## src/pkg/eivs_regs.svh

```systemverilog
// Register offsets, field positions, reset values and timing counts.
`ifndef EIVS_REGS_SVH
`define EIVS_REGS_SVH
`define EIVS_MCU_CONTROL_ADDR 8'h35
`define EIVS_MCU_CONTROL_RST  8'h00
`define EIVS_BIT_CHANGE_EN    0
`define EIVS_BIT_TABLE_SEL    1
`define EIVS_BIT_PULLUP_DIS   4
`define EIVS_BIT_DEBUG_DIS    7
`define EIVS_MCU_WR_MASK      8'h93
`define EIVS_CHANGE_WINDOW    3'h4
`define EIVS_SENSE_LOW        2'h0
`define EIVS_SENSE_ANY        2'h1
`define EIVS_SENSE_FALL       2'h2
`define EIVS_SENSE_RISE       2'h3
`define EIVS_PIN_COUNT        31
`define EIVS_GROUP_COUNT      4
`endif

```

## src/pkg/eivs_pkg.sv

```systemverilog
// Types shared by the vector select and external interrupt front-end.
package eivs_pkg;
   // Phase of the protected vector table change sequence.
   typedef enum logic [1:0] {
      EIVS_IDLE,
      EIVS_ARMED,
      EIVS_TRAIL
   } eivs_seq_t;
endpackage

```

## src/core/eivs_core.sv

```systemverilog
// Vector table select sequence and external and pin-change detection.
`timescale 1ns/1ps
`include "eivs_regs.svh"

module eivs_core #(
   parameter int PINS   = `EIVS_PIN_COUNT,
   parameter int GROUPS = `EIVS_GROUP_COUNT
) (
   input  wire logic              clk_sys,
   input  wire logic              sys_rst,
   input  wire logic [7:0]        io_addr,
   input  wire logic              io_wr,
   input  wire logic [7:0]        io_wdata,
   output logic      [7:0]        io_rdata,
   input  wire logic              global_irq_enable,
   input  wire logic              ext_irq_enable,
   input  wire logic [GROUPS-1:0] pin_change_enable,
   input  wire logic [2:0]        ext_irq_control_reg,
   input  wire logic [7:0]        pin_change_mask_grp0,
   input  wire logic [7:0]        pin_change_mask_grp1,
   input  wire logic [7:0]        pin_change_mask_grp2,
   input  wire logic [7:0]        pin_change_mask_grp3,
   input  wire logic              flag_clear_ext,
   input  wire logic [GROUPS-1:0] flag_clear_grp,
   input  wire logic              handler_entry_ext,
   input  wire logic [GROUPS-1:0] handler_entry_grp,
   input  wire logic              ext_irq_pin,
   input  wire logic [PINS-1:0]   pin_change_inputs,
   input  wire logic              io_clock_running,
   input  wire logic              startup_done,
   input  wire logic              exec_in_boot,
   input  wire logic              app_side_boot_lock,
   input  wire logic              boot_side_boot_lock,
   output logic                   vector_table_select,
   output logic                   irq_blocked,
   output logic                   ext_irq_flag,
   output logic [GROUPS-1:0]      pin_change_flag,
   output logic                   ext_irq_take,
   output logic [GROUPS-1:0]      pin_change_take,
   output logic                   wake_request
);

   // Control register bits that software writes, then sequence, sync and request state.
   logic                   change_enable;     // Armed enable bit.
   logic                   pullup_disable;    // Stored, used elsewhere.
   logic                   debug_port_disable;// Stored, used elsewhere.
   logic [2:0]             window_cnt;        // Cycles since arming.
   eivs_pkg::eivs_seq_t    seq_state;         // Sequence phase.
   logic                   mcu_wr;            // Write to control reg.
   logic [1:0]             sense_mode;        // Sense control field.
   logic                   sense_control_hi;  // Upper sense bit.
   logic                   sense_control_lo;  // Lower sense bit.
   logic                   ext_sync1;         // First sync stage only.
   logic                   ext_sync2;         // Second sync stage.
   logic                   ext_prev;          // Previous sample.
   logic [PINS-1:0]        pc_sync1;          // First sync stage only.
   logic [PINS-1:0]        pc_sync2;          // Second sync stage.
   logic [PINS-1:0]        pc_prev;           // Previous samples.
   logic [8*GROUPS-1:0]    pc_mask;           // Joined mask bytes.
   logic [GROUPS-1:0]      grp_event;         // Group toggle events.
   logic                   ext_event;         // Edge event on the pin.
   logic                   level_req;         // Live low-level request.
   logic                   ext_flag_raw;      // Stored edge flag.
   logic                   lock_block;        // Boot lock blocking.
   logic                   gate_open;         // Interrupts may be taken.

   assign mcu_wr = io_wr && (io_addr == `EIVS_MCU_CONTROL_ADDR);
   assign sense_control_hi = ext_irq_control_reg[1];
   assign sense_control_lo = ext_irq_control_reg[0];
   assign sense_mode = {sense_control_hi, sense_control_lo};

   // Read data shows the live control bits, reserved bits as zero.
   always_comb begin
      io_rdata = 8'h00;
      if (io_addr == `EIVS_MCU_CONTROL_ADDR) begin
         io_rdata[`EIVS_BIT_CHANGE_EN] = change_enable;
         io_rdata[`EIVS_BIT_TABLE_SEL] = vector_table_select;
         io_rdata[`EIVS_BIT_PULLUP_DIS] = pullup_disable;
         io_rdata[`EIVS_BIT_DEBUG_DIS] = debug_port_disable;
      end
   end

   // Plain bits of the control register take every write.
   always_ff @(posedge clk_sys) begin
      if (sys_rst) begin
         pullup_disable <= 1'b0;
         debug_port_disable <= 1'b0;
      end else if (mcu_wr) begin
         pullup_disable <= io_wdata[`EIVS_BIT_PULLUP_DIS];
         debug_port_disable <= io_wdata[`EIVS_BIT_DEBUG_DIS];
      end
   end

   // Protected select sequence. The select only changes on a write
   // with enable clear while armed; any other write leaves it alone,
   // which guards the vector table against stray stores.
   always_ff @(posedge clk_sys) begin
      if (sys_rst) begin
         seq_state <= eivs_pkg::EIVS_IDLE;
         change_enable <= 1'b0;
         vector_table_select <= 1'b0;
         window_cnt <= 3'h0;
      end else begin
         case (seq_state)
            eivs_pkg::EIVS_IDLE: begin
               if (mcu_wr && io_wdata[`EIVS_BIT_CHANGE_EN]) begin
                  seq_state <= eivs_pkg::EIVS_ARMED;
                  change_enable <= 1'b1;
                  window_cnt <= 3'h1;
               end
            end
            eivs_pkg::EIVS_ARMED: begin
               if (mcu_wr && !io_wdata[`EIVS_BIT_CHANGE_EN]) begin
                  // Select write ends the window at once.
                  vector_table_select <=
                     io_wdata[`EIVS_BIT_TABLE_SEL];
                  change_enable <= 1'b0;
                  seq_state <= eivs_pkg::EIVS_TRAIL;
                  window_cnt <= 3'h0;
               end else if (window_cnt == `EIVS_CHANGE_WINDOW) begin
                  change_enable <= 1'b0;
                  seq_state <= eivs_pkg::EIVS_IDLE;
                  window_cnt <= 3'h0;
               end else begin
                  window_cnt <= window_cnt + 3'h1;
               end
            end
            eivs_pkg::EIVS_TRAIL: begin
               // One more cycle covers the following instruction.
               seq_state <= eivs_pkg::EIVS_IDLE;
            end
            default: begin
               seq_state <= eivs_pkg::EIVS_IDLE;
            end
         endcase
      end
   end

   // Boot locks block interrupts from the section opposite the table.
   assign lock_block = vector_table_select
      ? (app_side_boot_lock && !exec_in_boot)
      : (boot_side_boot_lock && exec_in_boot);

   // Blocking is separate from the global enable input, never written.
   assign irq_blocked = (seq_state != eivs_pkg::EIVS_IDLE)
      || lock_block;
   assign gate_open = global_irq_enable && !irq_blocked;

   // Two-stage synchronisers; pin reads ignore output direction.
   always_ff @(posedge clk_sys) begin
      if (sys_rst) begin
         ext_sync1 <= 1'b1;
         ext_sync2 <= 1'b1;
         ext_prev <= 1'b1;
         pc_sync1 <= '0;
         pc_sync2 <= '0;
         pc_prev <= '0;
      end else begin
         ext_sync1 <= ext_irq_pin;
         ext_sync2 <= ext_sync1;
         if (io_clock_running) begin
            ext_prev <= ext_sync2;
         end
         pc_sync1 <= pin_change_inputs;
         pc_sync2 <= pc_sync1;
         pc_prev <= pc_sync2;
      end
   end

   // Edge detector on synchronised samples, per sense mode.
   always_comb begin
      ext_event = 1'b0;
      if (io_clock_running) begin
         case (sense_mode)
            `EIVS_SENSE_ANY: ext_event = ext_sync2 ^ ext_prev;
            `EIVS_SENSE_FALL: ext_event = ext_prev && !ext_sync2;
            `EIVS_SENSE_RISE: ext_event = !ext_prev && ext_sync2;
            default: ext_event = 1'b0;
         endcase
      end
   end

   // Low level is a live request with no stored flag. It reads the second
   // synchroniser stage, so a metastable pin never reaches the take logic.
   // That stage runs on the system clock, not the gated I/O clock, so the
   // request still stands while the I/O clock is halted.
   assign level_req = (sense_mode == `EIVS_SENSE_LOW) && !ext_sync2
      && ext_irq_enable;

   // Pin-change groups: any enabled pin that toggles raises a request.
   assign pc_mask = {pin_change_mask_grp3, pin_change_mask_grp2,
                     pin_change_mask_grp1, pin_change_mask_grp0};
   genvar g;
   generate
      for (g = 0; g < GROUPS; g++) begin : grp
         localparam int LO = 8 * g;
         localparam int HI = (8 * g + 7 < PINS) ? 8 * g + 7 : PINS - 1;
         assign grp_event[g] = |((pc_sync2[HI:LO] ^ pc_prev[HI:LO])
            & pc_mask[HI:LO]);
         // Set wins over a same-cycle clear.
         always_ff @(posedge clk_sys) begin
            if (sys_rst) begin
               pin_change_flag[g] <= 1'b0;
            end else if (grp_event[g]) begin
               pin_change_flag[g] <= 1'b1;
            end else if (flag_clear_grp[g] || handler_entry_grp[g]) begin
               pin_change_flag[g] <= 1'b0;
            end
         end
      end
   endgenerate

   // External flag; set wins over clear.
   always_ff @(posedge clk_sys) begin
      if (sys_rst) begin
         ext_flag_raw <= 1'b0;
      end else if (sense_mode == `EIVS_SENSE_LOW) begin
         ext_flag_raw <= 1'b0;
      end else if (ext_event) begin
         ext_flag_raw <= 1'b1;
      end else if (flag_clear_ext || handler_entry_ext) begin
         ext_flag_raw <= 1'b0;
      end
   end
   assign ext_irq_flag = ext_flag_raw;

   // Take requires both enables; a level that faded before start-up
   // ends still woke the part but no longer requests here.
   assign ext_irq_take = gate_open && ext_irq_enable && startup_done
      && (ext_flag_raw || level_req);
   assign pin_change_take = {GROUPS{gate_open}} & pin_change_enable
      & pin_change_flag;
   // Wake uses only the free-running synchronisers, so it works with the
   // I/O clock stopped.
   assign wake_request = level_req
      || |(pin_change_enable & pin_change_flag);
endmodule

```

## config.mk

```make
export PLATFORM = sky130hd
export DESIGN_NAME = eivs_core
export DESIGN_NICKNAME = d
export VERILOG_FILES = /design/src/pkg/eivs_pkg.sv /design/src/core/eivs_core.sv
export VERILOG_INCLUDE_DIRS = /design/src /design/src/pkg
export SDC_FILE = /design/constraint.sdc
export NUM_CORES = 1
export LEC_CHECK = 0
export ABC_AREA = 1
export ABC_CLOCK_PERIOD_IN_PS = 1300
export BUFFER_PORTS_ARGS = -buffer_cell sky130_fd_sc_hd__buf_2
export CORE_MARGIN = 1.5
export CORE_UTILIZATION = 30
export CTS_CLUSTER_SIZE = 16
export DETAILED_ROUTE_END_ITERATION = 7
export SYNTH_ARGS = -nofsm -noshare
export SYNTH_HDL_FRONTEND = slang
export SYNTH_SLANG_ARGS = --single-unit
```

## constraint.sdc

```tcl
create_clock -name clk_sys -period 1.3 [get_ports clk_sys]
set_input_delay 0.065 -clock clk_sys [delete_from_list [all_inputs] [get_ports clk_sys]]
set_output_delay 0.065 -clock clk_sys [all_outputs]
set_load 0.005 [all_outputs]
```

* Yosys cells after proc, flatten, opt, wreduce, memory -nomap -nowiden *
Index checks and enable logic that the tools add are counted.

word-level totals
  register bits after elaboration = 110
  bits in latches = 0
  bits in writable memories = 0
  bits in read-only memories = 0
  input bits = 107
  output and inout port bits = 21
  word-level logic and storage cells = 111
  memories kept = 0

operators by class
  add/subtract/negate cells = 1
  $mul = 0
  divide/modulo/power cells = 0
  order comparisons = 0
  equality and inequality tests = 8
  shift-type cells = 0
  multiplexer cells = 28
  bitwise logic cells = 12
  reductions and logical operators = 45

operators with widths
  kind                                                              number
  8-bit bitwise AND                                                 3
  8-bit OR reduction                                                3
  8-bit bitwise XOR                                                 3
  1-bit 2-to-1 mux                                                  17
  2-bit nonzero test                                                7
  1-bit logical AND                                                 13
  4-bit bitwise AND                                                 3
  3-bit 2-to-1 mux                                                  3
  8-bit by 6-bit == test with 1-bit output (second input constant)  1
  1-bit logical OR                                                  8
  2-bit 2-to-1 mux                                                  4
  7-bit bitwise AND                                                 1
  7-bit OR reduction                                                1
  7-bit bitwise XOR                                                 1
  3-bit case mux with 2 select lines                                1
  2-bit AND reduction                                               3
  1-bit zero test                                                   5
  2-bit by 1-bit == test with 1-bit output (second input constant)  2
  2-bit == test (second input constant)                             2
  2-bit zero test                                                   2
  2-bit case mux with 2 select lines                                1
  4-bit OR reduction                                                1
  3-bit by 1-bit adder with 3-bit output (second input constant)    1
  3-bit == test (second input constant)                             1
  other kinds (7)                                                   7

* Longest topological paths before layout *
Gate-level depths: netlist of the first run.

  depth in word-level cells = 9
  gate-level depth with buffers = 9

* Worst setup path before layout of the first run *
OpenSTA, ideal clock, no wires.

  path type = register -> register
  start = register ext_sync2
  end = register ext_flag_raw (netlist: ext_irq_flag)
  data arrival time = 0.992 ns
  data required time = 1.236 ns
  slack = 0.244 ns
  stages on the path, launching flop included = 8
  period minus slack after synthesis = 1.056 ns
  cells stage by stage = dfxtp_1 > inv_1 > ha_1 > nand2_1 > nand3_1 > a21oi_1 > a21oi_1 > nor2_1

between the ends
  longest elaborated chain between the ends = 5
  elaborated cells on any way between the ends = 8
  classes of those cells = mux: 3; bitwise: 1; reduce/logical: 4

ends and longest elaborated chain
  element                                                 line              source
  start: declaration                                      eivs_core.sv:54   logic ext_sync2;
  start signal: assignment                                eivs_core.sv:160  ext_sync2 <= ext_sync1;
  1-bit zero test                                         eivs_core.sv:176  `EIVS_SENSE_FALL: ext_event = ext_prev && !ext_sync2;
  1-bit logical AND                                       eivs_core.sv:176
  1-bit case mux with 3 select lines (*)                  eivs_core.sv:174  case (sense_mode)
  1-bit 2-to-1 mux (*)                                    eivs_core.sv:173  if (io_clock_running) begin
  1-bit 2-to-1 mux or 2-bit nonzero test (tied branches)  n/a
  end signal: assignment                                  eivs_core.sv:218  ext_flag_raw <= 1'b0;
  end signal: assignment                                  eivs_core.sv:220  ext_flag_raw <= 1'b1;
  end signal: assignment                                  eivs_core.sv:222  ext_flag_raw <= 1'b0;
  end: declaration                                        eivs_core.sv:63   logic ext_flag_raw;

Every way passes the cells marked *; elsewhere a longest branch is shown, timed or not.
A chain may end at the register's enable or synchronous reset.

* Final worst setup path of the first run *
  start = register vector_table_select
  end = output port ext_irq_take

between the ends
  longest elaborated chain between the ends = 7

ends and longest elaborated chain
  element                         line              source
  start: declaration              eivs_core.sv:34   output logic vector_table_select,
  start signal: assignment        eivs_core.sv:115  vector_table_select <=
  1-bit 2-to-1 mux                eivs_core.sv:141  ? (app_side_boot_lock && !exec_in_boot)
  1-bit logical OR                eivs_core.sv:146  || lock_block;
  1-bit zero test                 eivs_core.sv:147  assign gate_open = global_irq_enable && !irq_blocked;
  1-bit logical AND               eivs_core.sv:147
  1-bit logical AND (2 in a row)  eivs_core.sv:229  assign ext_irq_take = gate_open && ext_irq_enable && startup_done
  1-bit logical AND               eivs_core.sv:230  && (ext_flag_raw || level_req);
  end: declaration                eivs_core.sv:38   output logic ext_irq_take,

No other way between the ends.

==> metrics.csv, run 1 <==
stage,metric,value,unit
floorplanning,chipHeight,120,um
setup_path,reg2reg_depth,6,
synthesis,synth_seq_cells,110,
placement,placed_cells,822,
route,num_vias,3424,
cells_and_area,regArea,2210,um2
power_and_ir_drop,power_density,1280,nW/um2
cts,clkSinkCount,110,
cells_and_area,mostFrequentLayoutCells,"128 x nor2_1, 116 x buf_2, 114 x inv_1",
setup_path,rr_startpoint,ext_sync2,
sta,worst_slack,-0.0832,ns
synthesis,syn_avg_cell_area,7.60,um2
cts,htreeDepth,3,
min_path,min_path_type,primary input to register,
synthesis,ys_seq_area_share,54.0,%
setup_path,max_stage_delay,0.32,ns
setup_path,ff2ff_setup_slack,0.19,ns
placement,gp_congestion,0.746,
power_and_ir_drop,ir_worst_vdd,0.586,mV
cells_and_area,final_common_cell,nor2_1,
power_and_ir_drop,p_leak,0.00279,uW
cells_and_area,fin_util,42.3,%
setup_path,timing.rr.end,ext_irq_flag,
setup_path,critPathSlowestCell,dfxtp_2,
route,postRouteAntennaNets,0,
sta,hold_viol_final,0,
cts,cts_tree,done,
cells_and_area,fillers,1344,
placement,port_buffers,117,
route,drt-initial-drc-count,75,
setup_path,worstPathMaxFanout,5,
global_route,track_usage,12.6,%
run,cap_viol_max_count,0,
placement,dpl_cell_area,4850,um2
setup_path,crit_type,register to output port,
setup_path,path_cells,inv_2 > nor2_1 > nand2_1 > nand4_1 > nor2_1 > buf_2,
floorplanning,die_width,120,um
run_status,status,"finished, violations left",
sta,maxSlewViolCount,0,
cts,insertion_delay,0.35,ns
setup_path,cp.required,1.24,ns
setup_path,crit_end,ext_irq_take,
setup_path,path_buf_inv,2,
placement,dp_hpwl,6040,um
floorplanning,dieArea,14300,um2
cts,clockRootBuffer,clkbuf_16,
setup_path,crit_arrival,1.32,ns
cells_and_area,drive_gt1_share,24.6,%
route,first_pass_iters,4,
synthesis,netlist_instances,537,
route,drt-total-wl,8390,um
synthesis,yosys_warnings,0,
placement,pre_cts_slack,0.162,ns
global_route,grt_overflow,0,
floorplanning,io_pins,128,
cells_and_area,areaGrowthSynthToFinish,37.2,%
sta,rsz0062_at_grt,true,
synthesis,yosysUniqueCellTypes,28,
global_route,grt_max_degree,33,
setup_path,cpLargestDelayFamily,simple AND/OR/NAND/NOR gates,
global_route,grt_pass1_wl,14100,um
route,wire_per_inst,9.55,um
synthesis,syn_area,4080,um2
cells_and_area,finalNonFillerCells,879,
floorplanning,fp-row-count,42,
setup_path,worst_setup_path_start_kind,register,
setup_path,crit_cells,6,
route,post_drt_via_cell_ratio,3.90,
setup_path,critPathMostFrequentCell,nor2_1,
cts,clkTransAtPathRegs,0.07,ns
floorplanning,start_util,30.8,%
setup_path,critPathLaunch,vector_table_select,
sta,max_freq,723,MHz
sta,finalCritPeriodShare,106,%
setup_path,endpoint_kind,output port,
cells_and_area,nets,808,
cts,clockBufferDepth,2,
global_route,grt_pass1_vias,3167,
route,drc_errors,0,
global_route,antenna_found_initial,1,
floorplanning,coreArea,13200,um2
cells_and_area,fin_area,5600,um2
cells_and_area,multi_input_area,1390,um2
cts,numCtsBuffers,9,
sta,fin_crit,1.38,ns
run_status,violations,negative setup slack,
sta,fin_setup_tns,-0.370,ns
sta,setup_viol,6,
sta,skew,0.00551,ns
-- cell usage after synthesis --
master | number | area, um2
nand4_4 | 1 | 21.3
o21ai_1 | 3 | 15.0
nor3b_1 | 3 | 22.5
o31ai_1 | 1 | 7.51
or2_0 | 1 | 6.26
dfxtp_1 | 110 | 2200
nor2_4 | 1 | 11.3
nand2_1 | 65 | 244
o21bai_1 | 1 | 7.51
o211ai_1 | 1 | 7.51
nor2_1 | 130 | 488
or2_2 | 14 | 87.6
nand4_1 | 4 | 25.0
nand3_1 | 24 | 120
a31oi_1 | 1 | 6.26
clkbuf_1 | 5 | 18.8
buf_2 | 7 | 35.0
inv_1 | 116 | 435
nor3_1 | 4 | 20.0
o22ai_1 | 3 | 18.8
conb_1 | 1 | 3.75
a21oi_1 | 16 | 80.1
buf_4 | 4 | 30.0
xor2_1 | 7 | 61.3
ha_1 | 4 | 50.1
nand2_2 | 2 | 12.5
nor2_2 | 3 | 18.8
o21ai_0 | 5 | 25.0
-- final cells by class --
cell class / count / share of cell area [%]
antenna: 1 / 0.0447
clock buffer: 9 / 4.02
clock inverter: 7 / 1.90
inverter: 116 / 7.77
multi-input combinational: 298 / 24.7
sequential: 110 / 39.4
tap: 176 / 3.93
timing repair buffer: 162 / 18.2
-- timing repair --
action,CTS,global route
endpoints found under the setup margin,5,6
pin swaps,4,7
gates resized for setup,3,8
hold buffers,36,0
setup buffers,2,2
hold endpoints to repair,36,0
-- worst min-delay path by stage --
stage,from,end,slack (ns),cells after the start
after CTS,flag_clear_ext,ext_irq_flag,0.02,4
after global routing,handler_entry_grp[3],pin_change_flag[3],0.06,4
after floorplan,io_clock_running,ext_prev,0.17,1
final,flag_clear_ext,ext_irq_flag,0.05,4
after global placement,ext_irq_pin,ext_sync1,0.25,2
after detailed placement,ext_irq_pin,ext_sync1,0.25,2
-- through the flow --
step	power, uW	hold WS [ns]
global route	7550	0.0610
CTS	7300	0.0228
global placement	4170	0.253
floorplan	3930	0.165
finish	7170	0.0457
detailed placement	4180	0.251
-- power breakdown --
| part | internal [uW] | switching, uW | leakage [uW] | total, uW |
|---|---|---|---|---|
| sequential | 3500 | 62.7 | 0.000905 | 3570 |
| combinational | 332 | 282 | 0.00173 | 614 |
| clock | 1720 | 1270 | 0.000159 | 2990 |
-- worst register-to-register path, stage by stage, from the launching register on --
cell and delay, ns:
dfxtp_2 0.33, buf_4 0.13, ha_1 0.18, a21oi_1 0.13, a21oi_1 0.08, a21oi_1 0.12
nor2_1 0.05
-- kinds of logic (layout without fill, tap and decap cells) --
logic type                 Yosys count  count (layout)  synth area share (%)
AOI/OAI and AO/OA                   31              31                  4.11
xor gates and xnor gates             7               7                  1.50
adders and majority gates            4               4                  1.23
buffers and inverters              132             294                  12.7
DFF                                110             110                  54.0
other                                1               5                0.0919
and+or+nand+nor                    252             252                  26.4
-- sequential cells by signal, summed over array words and instances, names as in the netlist --
signal,cells
change_enable,1
window_cnt,3
pc_sync1,31
pc_sync2,31
debug_port_disable,1
pullup_disable,1
seq_state,2
ext_sync2,1
pin_change_flag,4
ext_sync1,1
pc_prev,31
ext_prev,1
ext_irq_flag,1
vector_table_select,1
-- metal layers --
layer  global-route usage (%)  vias up  part of all wire, %
met5                        0        -                    0
met4                     6.70        0                  2.1
met3                     3.23       11                  5.6
met2                     20.3       91                   45
met1                     15.3     1434                   47
li1                         -     1888                    -
Power figures use the tool's default switching activity.
==> run 2: changes to the inputs <==
--- a/config.mk
+++ b/config.mk
@@ -9,10 +9,13 @@
 export ABC_AREA = 1
 export ABC_CLOCK_PERIOD_IN_PS = 1300
 export BUFFER_PORTS_ARGS = -buffer_cell sky130_fd_sc_hd__buf_2
+export CORE_ASPECT_RATIO = 0.75
 export CORE_MARGIN = 1.5
-export CORE_UTILIZATION = 30
+export CORE_UTILIZATION = 40
+export CTS_BUF_LIST = sky130_fd_sc_hd__clkbuf_8
 export CTS_CLUSTER_SIZE = 16
 export DETAILED_ROUTE_END_ITERATION = 7
+export PLACE_DENSITY = 0.65
 export SYNTH_ARGS = -nofsm -noshare
 export SYNTH_HDL_FRONTEND = slang
 export SYNTH_SLANG_ARGS = --single-unit
==> run 2 against run 1 <==
  * The flow still finishes with violations (negative setup slack)
  * Worst hold slack got worse by 0.0044 ns
  * Non-clock buffer count grew 1
  * Flip-flop and latch count stayed put
  * Sequential share of layout area up 1.2 points
  * Register-to-register slack worse by 0.02 ns
  * Setup slack barely moved
  * Global-route usage up 3.4 points
  * Cell count shrank 5.0%
  * Clock skew hardly changed
  * Utilization up 13 points
  * Critical path type unchanged
  * Critical endpoint is now pin_change_take[0]
==> metrics.csv, run 2 (same netlist as run 1, synthesis figures left out) <==
stage,metric,value,unit,change
run_status,status,"finished, violations left",,unchanged
run_status,violations,negative setup slack,,unchanged
cts,numCtsBuffers,9,,unchanged
cts,clockRootBuffer,clkbuf_8,,was clkbuf_16
sta,rsz0062_at_grt,true,,unchanged
cells_and_area,mostFrequentLayoutCells,"123 x nor2_1, 116 x buf_2, 114 x inv_1",,"was 128 x nor2_1, 116 x buf_2, 114 x inv_1"
global_route,grt_max_degree,40,,was 33
setup_path,worstPathMaxFanout,5,,unchanged
global_route,antenna_found_initial,0,,was 1
route,first_pass_iters,4,,unchanged
floorplanning,die_width,120,um,unchanged
sta,fin_crit,1.38,ns,about the same
cells_and_area,fillers,931,,was 1344
sta,skew,0.00592,ns,was 0.00551 ns
sta,hold_viol_final,0,,unchanged
global_route,grt_pass1_vias,3433,,was 3167
route,drc_errors,0,,unchanged
cts,cts_tree,done,,unchanged
global_route,grt_pass1_wl,14000,um,was 14100 um
route,drt-initial-drc-count,76,,was 75
cts,htreeDepth,3,,unchanged
sta,max_freq,723,MHz,about the same
sta,finalCritPeriodShare,106,%,about the same
route,num_vias,3456,,was 3424
placement,dp_hpwl,5850,um,was 6040 um
cells_and_area,drive_gt1_share,25.5,%,was 24.6%
sta,setup_viol,5,,was 6
power_and_ir_drop,ir_worst_vdd,0.782,mV,was 0.586 mV
floorplanning,start_util,41.8,%,was 30.8%
sta,worst_slack,-0.0835,ns,was -0.0832 ns
cells_and_area,n_antenna_cell,0,,was 1
floorplanning,chipHeight,90.5,um,was 120 um
placement,gp_congestion,0.814,,was 0.746
setup_path,crit_type,register to output port,,unchanged
route,wire_per_inst,9.58,um,was 9.55 um
setup_path,cp.required,1.24,ns,about the same
cells_and_area,finalNonFillerCells,835,,was 879
cells_and_area,fin_util,55.6,%,was 42.3%
cts,clockBufferDepth,2,,unchanged
cts,clkSinkCount,110,,unchanged
route,post_drt_via_cell_ratio,4.14,,was 3.90
floorplanning,dieArea,10800,um2,was 14300 um2
floorplanning,io_pins,128,,unchanged
global_route,grt_overflow,0,,unchanged
floorplanning,coreArea,9770,um2,was 13200 um2
placement,placed_cells,778,,was 822
cells_and_area,final_common_cell,nor2_1,,unchanged
cts,insertion_delay,0.36,ns,was 0.35 ns
setup_path,worst_setup_path_start_kind,register,,unchanged
setup_path,crit_arrival,1.32,ns,about the same
floorplanning,fp-row-count,31,,was 42
setup_path,endpoint_kind,output port,,unchanged
global_route,track_usage,16.0,%,was 12.6%
power_and_ir_drop,power,6080,uW,was 7170 uW
route,postRouteAntennaNets,0,,unchanged
min_path,min_path_type,primary input to register,,unchanged
cells_and_area,largestRegisters,"pc_prev: 31 flops, pc_sync1: 31 flops, pc_sync2: 31 flops",,unchanged
cts,clkTransAtPathRegs,0.10,ns,was 0.07 ns
run,cap_viol_max_count,0,,unchanged
power_and_ir_drop,power_density,1120,nW/um2,was 1280 nW/um2
placement,port_buffers,117,,unchanged
cells_and_area,areaGrowthSynthToFinish,33.2,%,was 37.2%
route,drt-total-wl,8000,um,was 8390 um
power_and_ir_drop,p_leak,0.00273,uW,was 0.00279 uW
cells_and_area,nets,809,,was 808
sta,maxSlewViolCount,0,,unchanged
## run 2: changes by cell type in the layout (fill, tap and decap cells not counted), sizes merged
cell / previous run / this run
clkbuf: 9 / 10
clkinvlp: 1 / 2
bufinv: 2 / 0
buf: 126 / 127
diode: 1 / 0
## run 2: metal layers
| layer | track usage (%) | vias to the layer above | wire (um) |
|---|---|---|---|
| met5 | 0 | - | 0 |
| met4 | 6.65 | 0 | 172 |
| met3 | 4.36 | 15 | 417 |
| met2 | 29.5 | 87 | 3850 |
| met1 | 17.2 | 1469 | 3560 |
| li1 | - | 1885 | - |
## run 2: through the flow
step	setup TNS, ns	worst slack [ns]	hold slack [ns]	area, um2
after detailed placement	0	0.119	0.260	4810
after CTS	-0.480	-0.0935	0.00930	5400
final	-0.348	-0.0835	0.0413	5440
after floorplan	0	0.244	0.165	4090
after global routing	-0.860	-0.173	0.0288	5440
after global placement	0	0.181	0.262	4810
## run 2: report_power, final
group / internal [uW] / total (uW) / switching (uW)
clock network: 762 / 1870 / 1110
registers: 3510 / 3570 / 65.6
logic: 348 / 640 / 293
total: 4610 / 6080 / 1470
## run 2: area by class of cell
cell class / count / area [um2] / share of cell area, %
clock inverter: 6 / 45.0 / 0.828
inverter: 116 / 435 / 8.01
sequential: 110 / 2210 / 40.6
tap: 132 / 165 / 3.04
clock buffer: 10 / 138 / 2.53
timing repair buffer: 163 / 1040 / 19.1
multi-input combinational: 298 / 1410 / 25.9
## run 2: what timing repair did
action	in CTS	in global routing
resized for setup	9	10
pin swaps	3	3
hold buffers	36	0
hold endpoints to repair	36	0
endpoints found under the setup margin	6	7
cloned	0	0
buffers inserted	4	1
## run 2: worst max-delay path, cell delays in order, from the launching register on
cell	delay (ns)
dfxtp_2	0.33
inv_2	0.06
nor2_2	0.03
nand2_1	0.08
nand4_1	0.10
buf_6	0.16
nor2_4	0.08
buf_2	0.11
## run 2: final timing paths
kind	slack (ns)	startpoint	depth (start not counted)	end
worst max-delay path	-0.08	vector_table_select	7	pin_change_take[0]
worst min-delay path	0.04	io_wdata[0]	3	seq_state[0]
worst max register to register	0.17	ext_sync2	7	ext_irq_flag
worst min register to register	0.40	pc_sync1[14]	2	pc_sync2[14]
==> run 3: changes to the inputs <==
--- a/config.mk
+++ b/config.mk
@@ -15,7 +15,7 @@
 export CTS_BUF_LIST = sky130_fd_sc_hd__clkbuf_8
 export CTS_CLUSTER_SIZE = 16
 export DETAILED_ROUTE_END_ITERATION = 7
-export PLACE_DENSITY = 0.65
+export PLACE_DENSITY = 0.69
 export SYNTH_ARGS = -nofsm -noshare
 export SYNTH_HDL_FRONTEND = slang
 export SYNTH_SLANG_ARGS = --single-unit
==> run 3 against run 2 <==
  * The flow still finishes with violations (negative setup slack)
  * Largest cell class unchanged
  * Total power rose by 3.6%
  * Clock-buffer cell count shrank 1
  * Setup slack got worse by 0.0063 ns
==> metrics.csv, run 3 (same netlist as run 1, synthesis figures left out) <==
stage,metric,value,unit,change
sta,worst_slack,-0.0898,ns,was -0.0835 ns
global_route,use_met2,28.9,%,was 29.5%
cells_and_area,fin_area,5470,um2,was 5440 um2
power_and_ir_drop,ir_worst_vdd,0.800,mV,was 0.782 mV
global_route,antenna_found_initial,0,,unchanged
route,wire_per_inst,9.99,um,was 9.58 um
cells_and_area,final_common_cell,nor2_1,,unchanged
setup_path,path_buf_inv,2,,was 3
cells_and_area,mostFrequentLayoutCells,"123 x nor2_1, 116 x buf_2, 114 x inv_1",,unchanged
min_path,hold_path_end,seq_state[0],,unchanged
route,postRouteAntennaNets,0,,unchanged
setup_path,crit_arrival,1.32,ns,about the same
global_route,grt_overflow,0,,unchanged
cells_and_area,multi_input_area,1430,um2,was 1410 um2
setup_path,worst_setup_path_start_kind,register,,unchanged
setup_path,endpoint_kind,output port,,unchanged
cells_and_area,nets,806,,was 809
cells_and_area,drive_gt1_share,25.6,%,was 25.5%
setup_path,cpLargestDelayFamily,flip-flops,,unchanged
sta,rsz0062_at_grt,true,,unchanged
placement,pre_cts_slack,0.0151,ns,was 0.119 ns
cts,numCtsBuffers,9,,unchanged
floorplanning,start_util,41.8,%,unchanged
placement,gp_congestion,0.820,,was 0.814
sta,max_freq,720,MHz,was 723 MHz
cts,clkSinkCount,110,,unchanged
floorplanning,die_width,120,um,unchanged
cts,clockRootBuffer,clkbuf_8,,unchanged
route,drt-total-wl,8310,um,was 8000 um
cells_and_area,n_antenna_cell,0,,unchanged
route,post_drt_via_cell_ratio,4.18,,was 4.14
cells_and_area,finalNonFillerCells,832,,was 835
route,first_pass_iters,4,,unchanged
min_path,worstHoldStart,io_wdata[0],,unchanged
global_route,grt-busiest-layer,met2,,unchanged
min_path,min_path_cells,3,,unchanged
cells_and_area,fin_util,56.0,%,was 55.6%
sta,finalCritPeriodShare,107,%,was 106%
power_and_ir_drop,power_density,1150,nW/um2,was 1120 nW/um2
cts,cts_tree,done,,unchanged
setup_path,crit_type,register to output port,,unchanged
cells_and_area,areaGrowthSynthToFinish,34.1,%,was 33.2%
placement,dp_hpwl,5950,um,was 5850 um
placement,placed_cells,775,,was 778
route,drc_errors,0,,unchanged
run_status,violations,negative setup slack,,unchanged
setup_path,reg2reg_depth,6,,was 7
global_route,use_met1,17.9,%,was 17.2%
sta,fin_setup_tns,-0.399,ns,was -0.348 ns
sta,hold_viol_final,0,,unchanged
global_route,grt_pass1_vias,3350,,was 3433
global_route,grtUsageMet3,4.61,%,was 4.36%
cts,insertion_delay,0.37,ns,was 0.36 ns
sta,setup_viol,5,,unchanged
setup_path,worstPathMaxFanout,5,,unchanged
cells_and_area,largestRegisters,"pc_prev: 31 flops, pc_sync1: 31 flops, pc_sync2: 31 flops",,unchanged
power_and_ir_drop,p_leak,0.00274,uW,was 0.00273 uW
run,cap_viol_max_count,0,,unchanged
placement,dpl_cell_area,4800,um2,was 4810 um2
setup_path,max_stage_delay,0.34,ns,was 0.33 ns
setup_path,timing.rr.end,ext_irq_flag,,unchanged
cts,clkTransAtPathRegs,0.09,ns,was 0.10 ns
run_status,status,"finished, violations left",,unchanged
cells_and_area,regArea,2210,um2,about the same
global_route,grt_pass1_wl,14000,um,about the same
setup_path,path_cells,nor2_4 > nand4_1 > buf_6 > nor2_1 > buf_2,,was inv_2 > nor2_2 > nand2_1 > nand4_1 > buf_6 > nor2_4 > buf_2
placement,port_buffers,117,,unchanged
setup_path,cp.required,1.24,ns,about the same
min_path,min_path_type,primary input to register,,unchanged
floorplanning,coreArea,9770,um2,unchanged
setup_path,critPathSlowestCell,dfxtp_2,,unchanged
floorplanning,dieArea,10800,um2,unchanged
global_route,track_usage,16.1,%,was 16.0%
route,drt-initial-drc-count,86,,was 76
cells_and_area,fillers,920,,was 931
floorplanning,fp-row-count,31,,unchanged
cts,clockBufferDepth,2,,unchanged
setup_path,rr_startpoint,ext_sync2,,unchanged
floorplanning,io_pins,128,,unchanged
floorplanning,chipHeight,90.5,um,unchanged
global_route,grt_max_degree,45,,was 40
sta,fin_crit,1.39,ns,was 1.38 ns
sta,maxSlewViolCount,0,,unchanged
setup_path,ff2ff_setup_slack,0.13,ns,was 0.17 ns
cts,htreeDepth,3,,unchanged
route,num_vias,3480,,was 3456
sta,skew,0.00565,ns,was 0.00592 ns
==> run 3: cell count changes in the layout (fill, tap and decap cells not counted), sizes merged <==
| cell | before | now |
|---|---|---|
| bufinv | 0 | 1 |
| buf | 127 | 124 |
| clkinvlp | 2 | 1 |
| clkinv | 2 | 3 |
| clkbuf | 10 | 9 |
==> run 3: worst max path at each step <==
| stage | from | to | slack, ns | cells after the start |
|---|---|---|---|---|
| floorplan | ext_sync2 | ext_irq_flag | 0.24 | 7 |
| global placement | seq_state[1] | ext_irq_take | 0.06 | 4 |
| detailed placement | seq_state[1] | pin_change_take[0] | 0.02 | 4 |
| CTS | seq_state[0] | pin_change_take[2] | -0.10 | 5 |
| global route | vector_table_select | ext_irq_take | -0.18 | 7 |
| finish | seq_state[0] | pin_change_take[1] | -0.09 | 5 |
==> run 3: final cells by class <==
type / instances / share of cell area (%)
Timing Repair Buffer: 160 / 18.8
Multi-Input combinational cell: 298 / 26.1
Sequential cell: 110 / 40.4
Clock buffer: 9 / 2.26
Tap cell: 132 / 3.02
Inverter: 116 / 7.95
Clock inverter: 7 / 1.46
==> run 3: metrics by stage <==
stage,hold slack (ns),power (uW)
2_1_floorplan,0.165,3930
3_5_place_dp,0.254,4190
5_1_grt,0.0346,6610
3_3_place_gp,0.251,4170
4_1_cts,0.0120,6360
6_report,0.0312,6300
==> run 3: worst reg2reg max path: stages (launching register included) <==
cell and delay [ns]:
dfxtp_2 0.34, buf_4 0.13, ha_1 0.20, a21oi_1 0.15, a21oi_1 0.09, a21oi_1 0.12
nor2_1 0.05
==> run 3: repair_timing <==
action	4_1_cts	5_1_grt
endpoints found under the hold margin	36	0
gates resized for setup	15	11
endpoints found under the setup margin	7	6
buffers inserted	4	1
pin swaps	6	5
hold buffers	36	0
==> run 3: layer usage <==
metal,vias up,wire length [um]
met5,-,0
met4,0,134
met3,13,476
met2,100,4100
met1,1482,3610
li1,1885,-
==> run 3: power by group <==
group	internal (uW)	total, uW	switching, uW
Clock	914	2070	1160
Combinational	355	659	304
Sequential	3510	3570	64.9
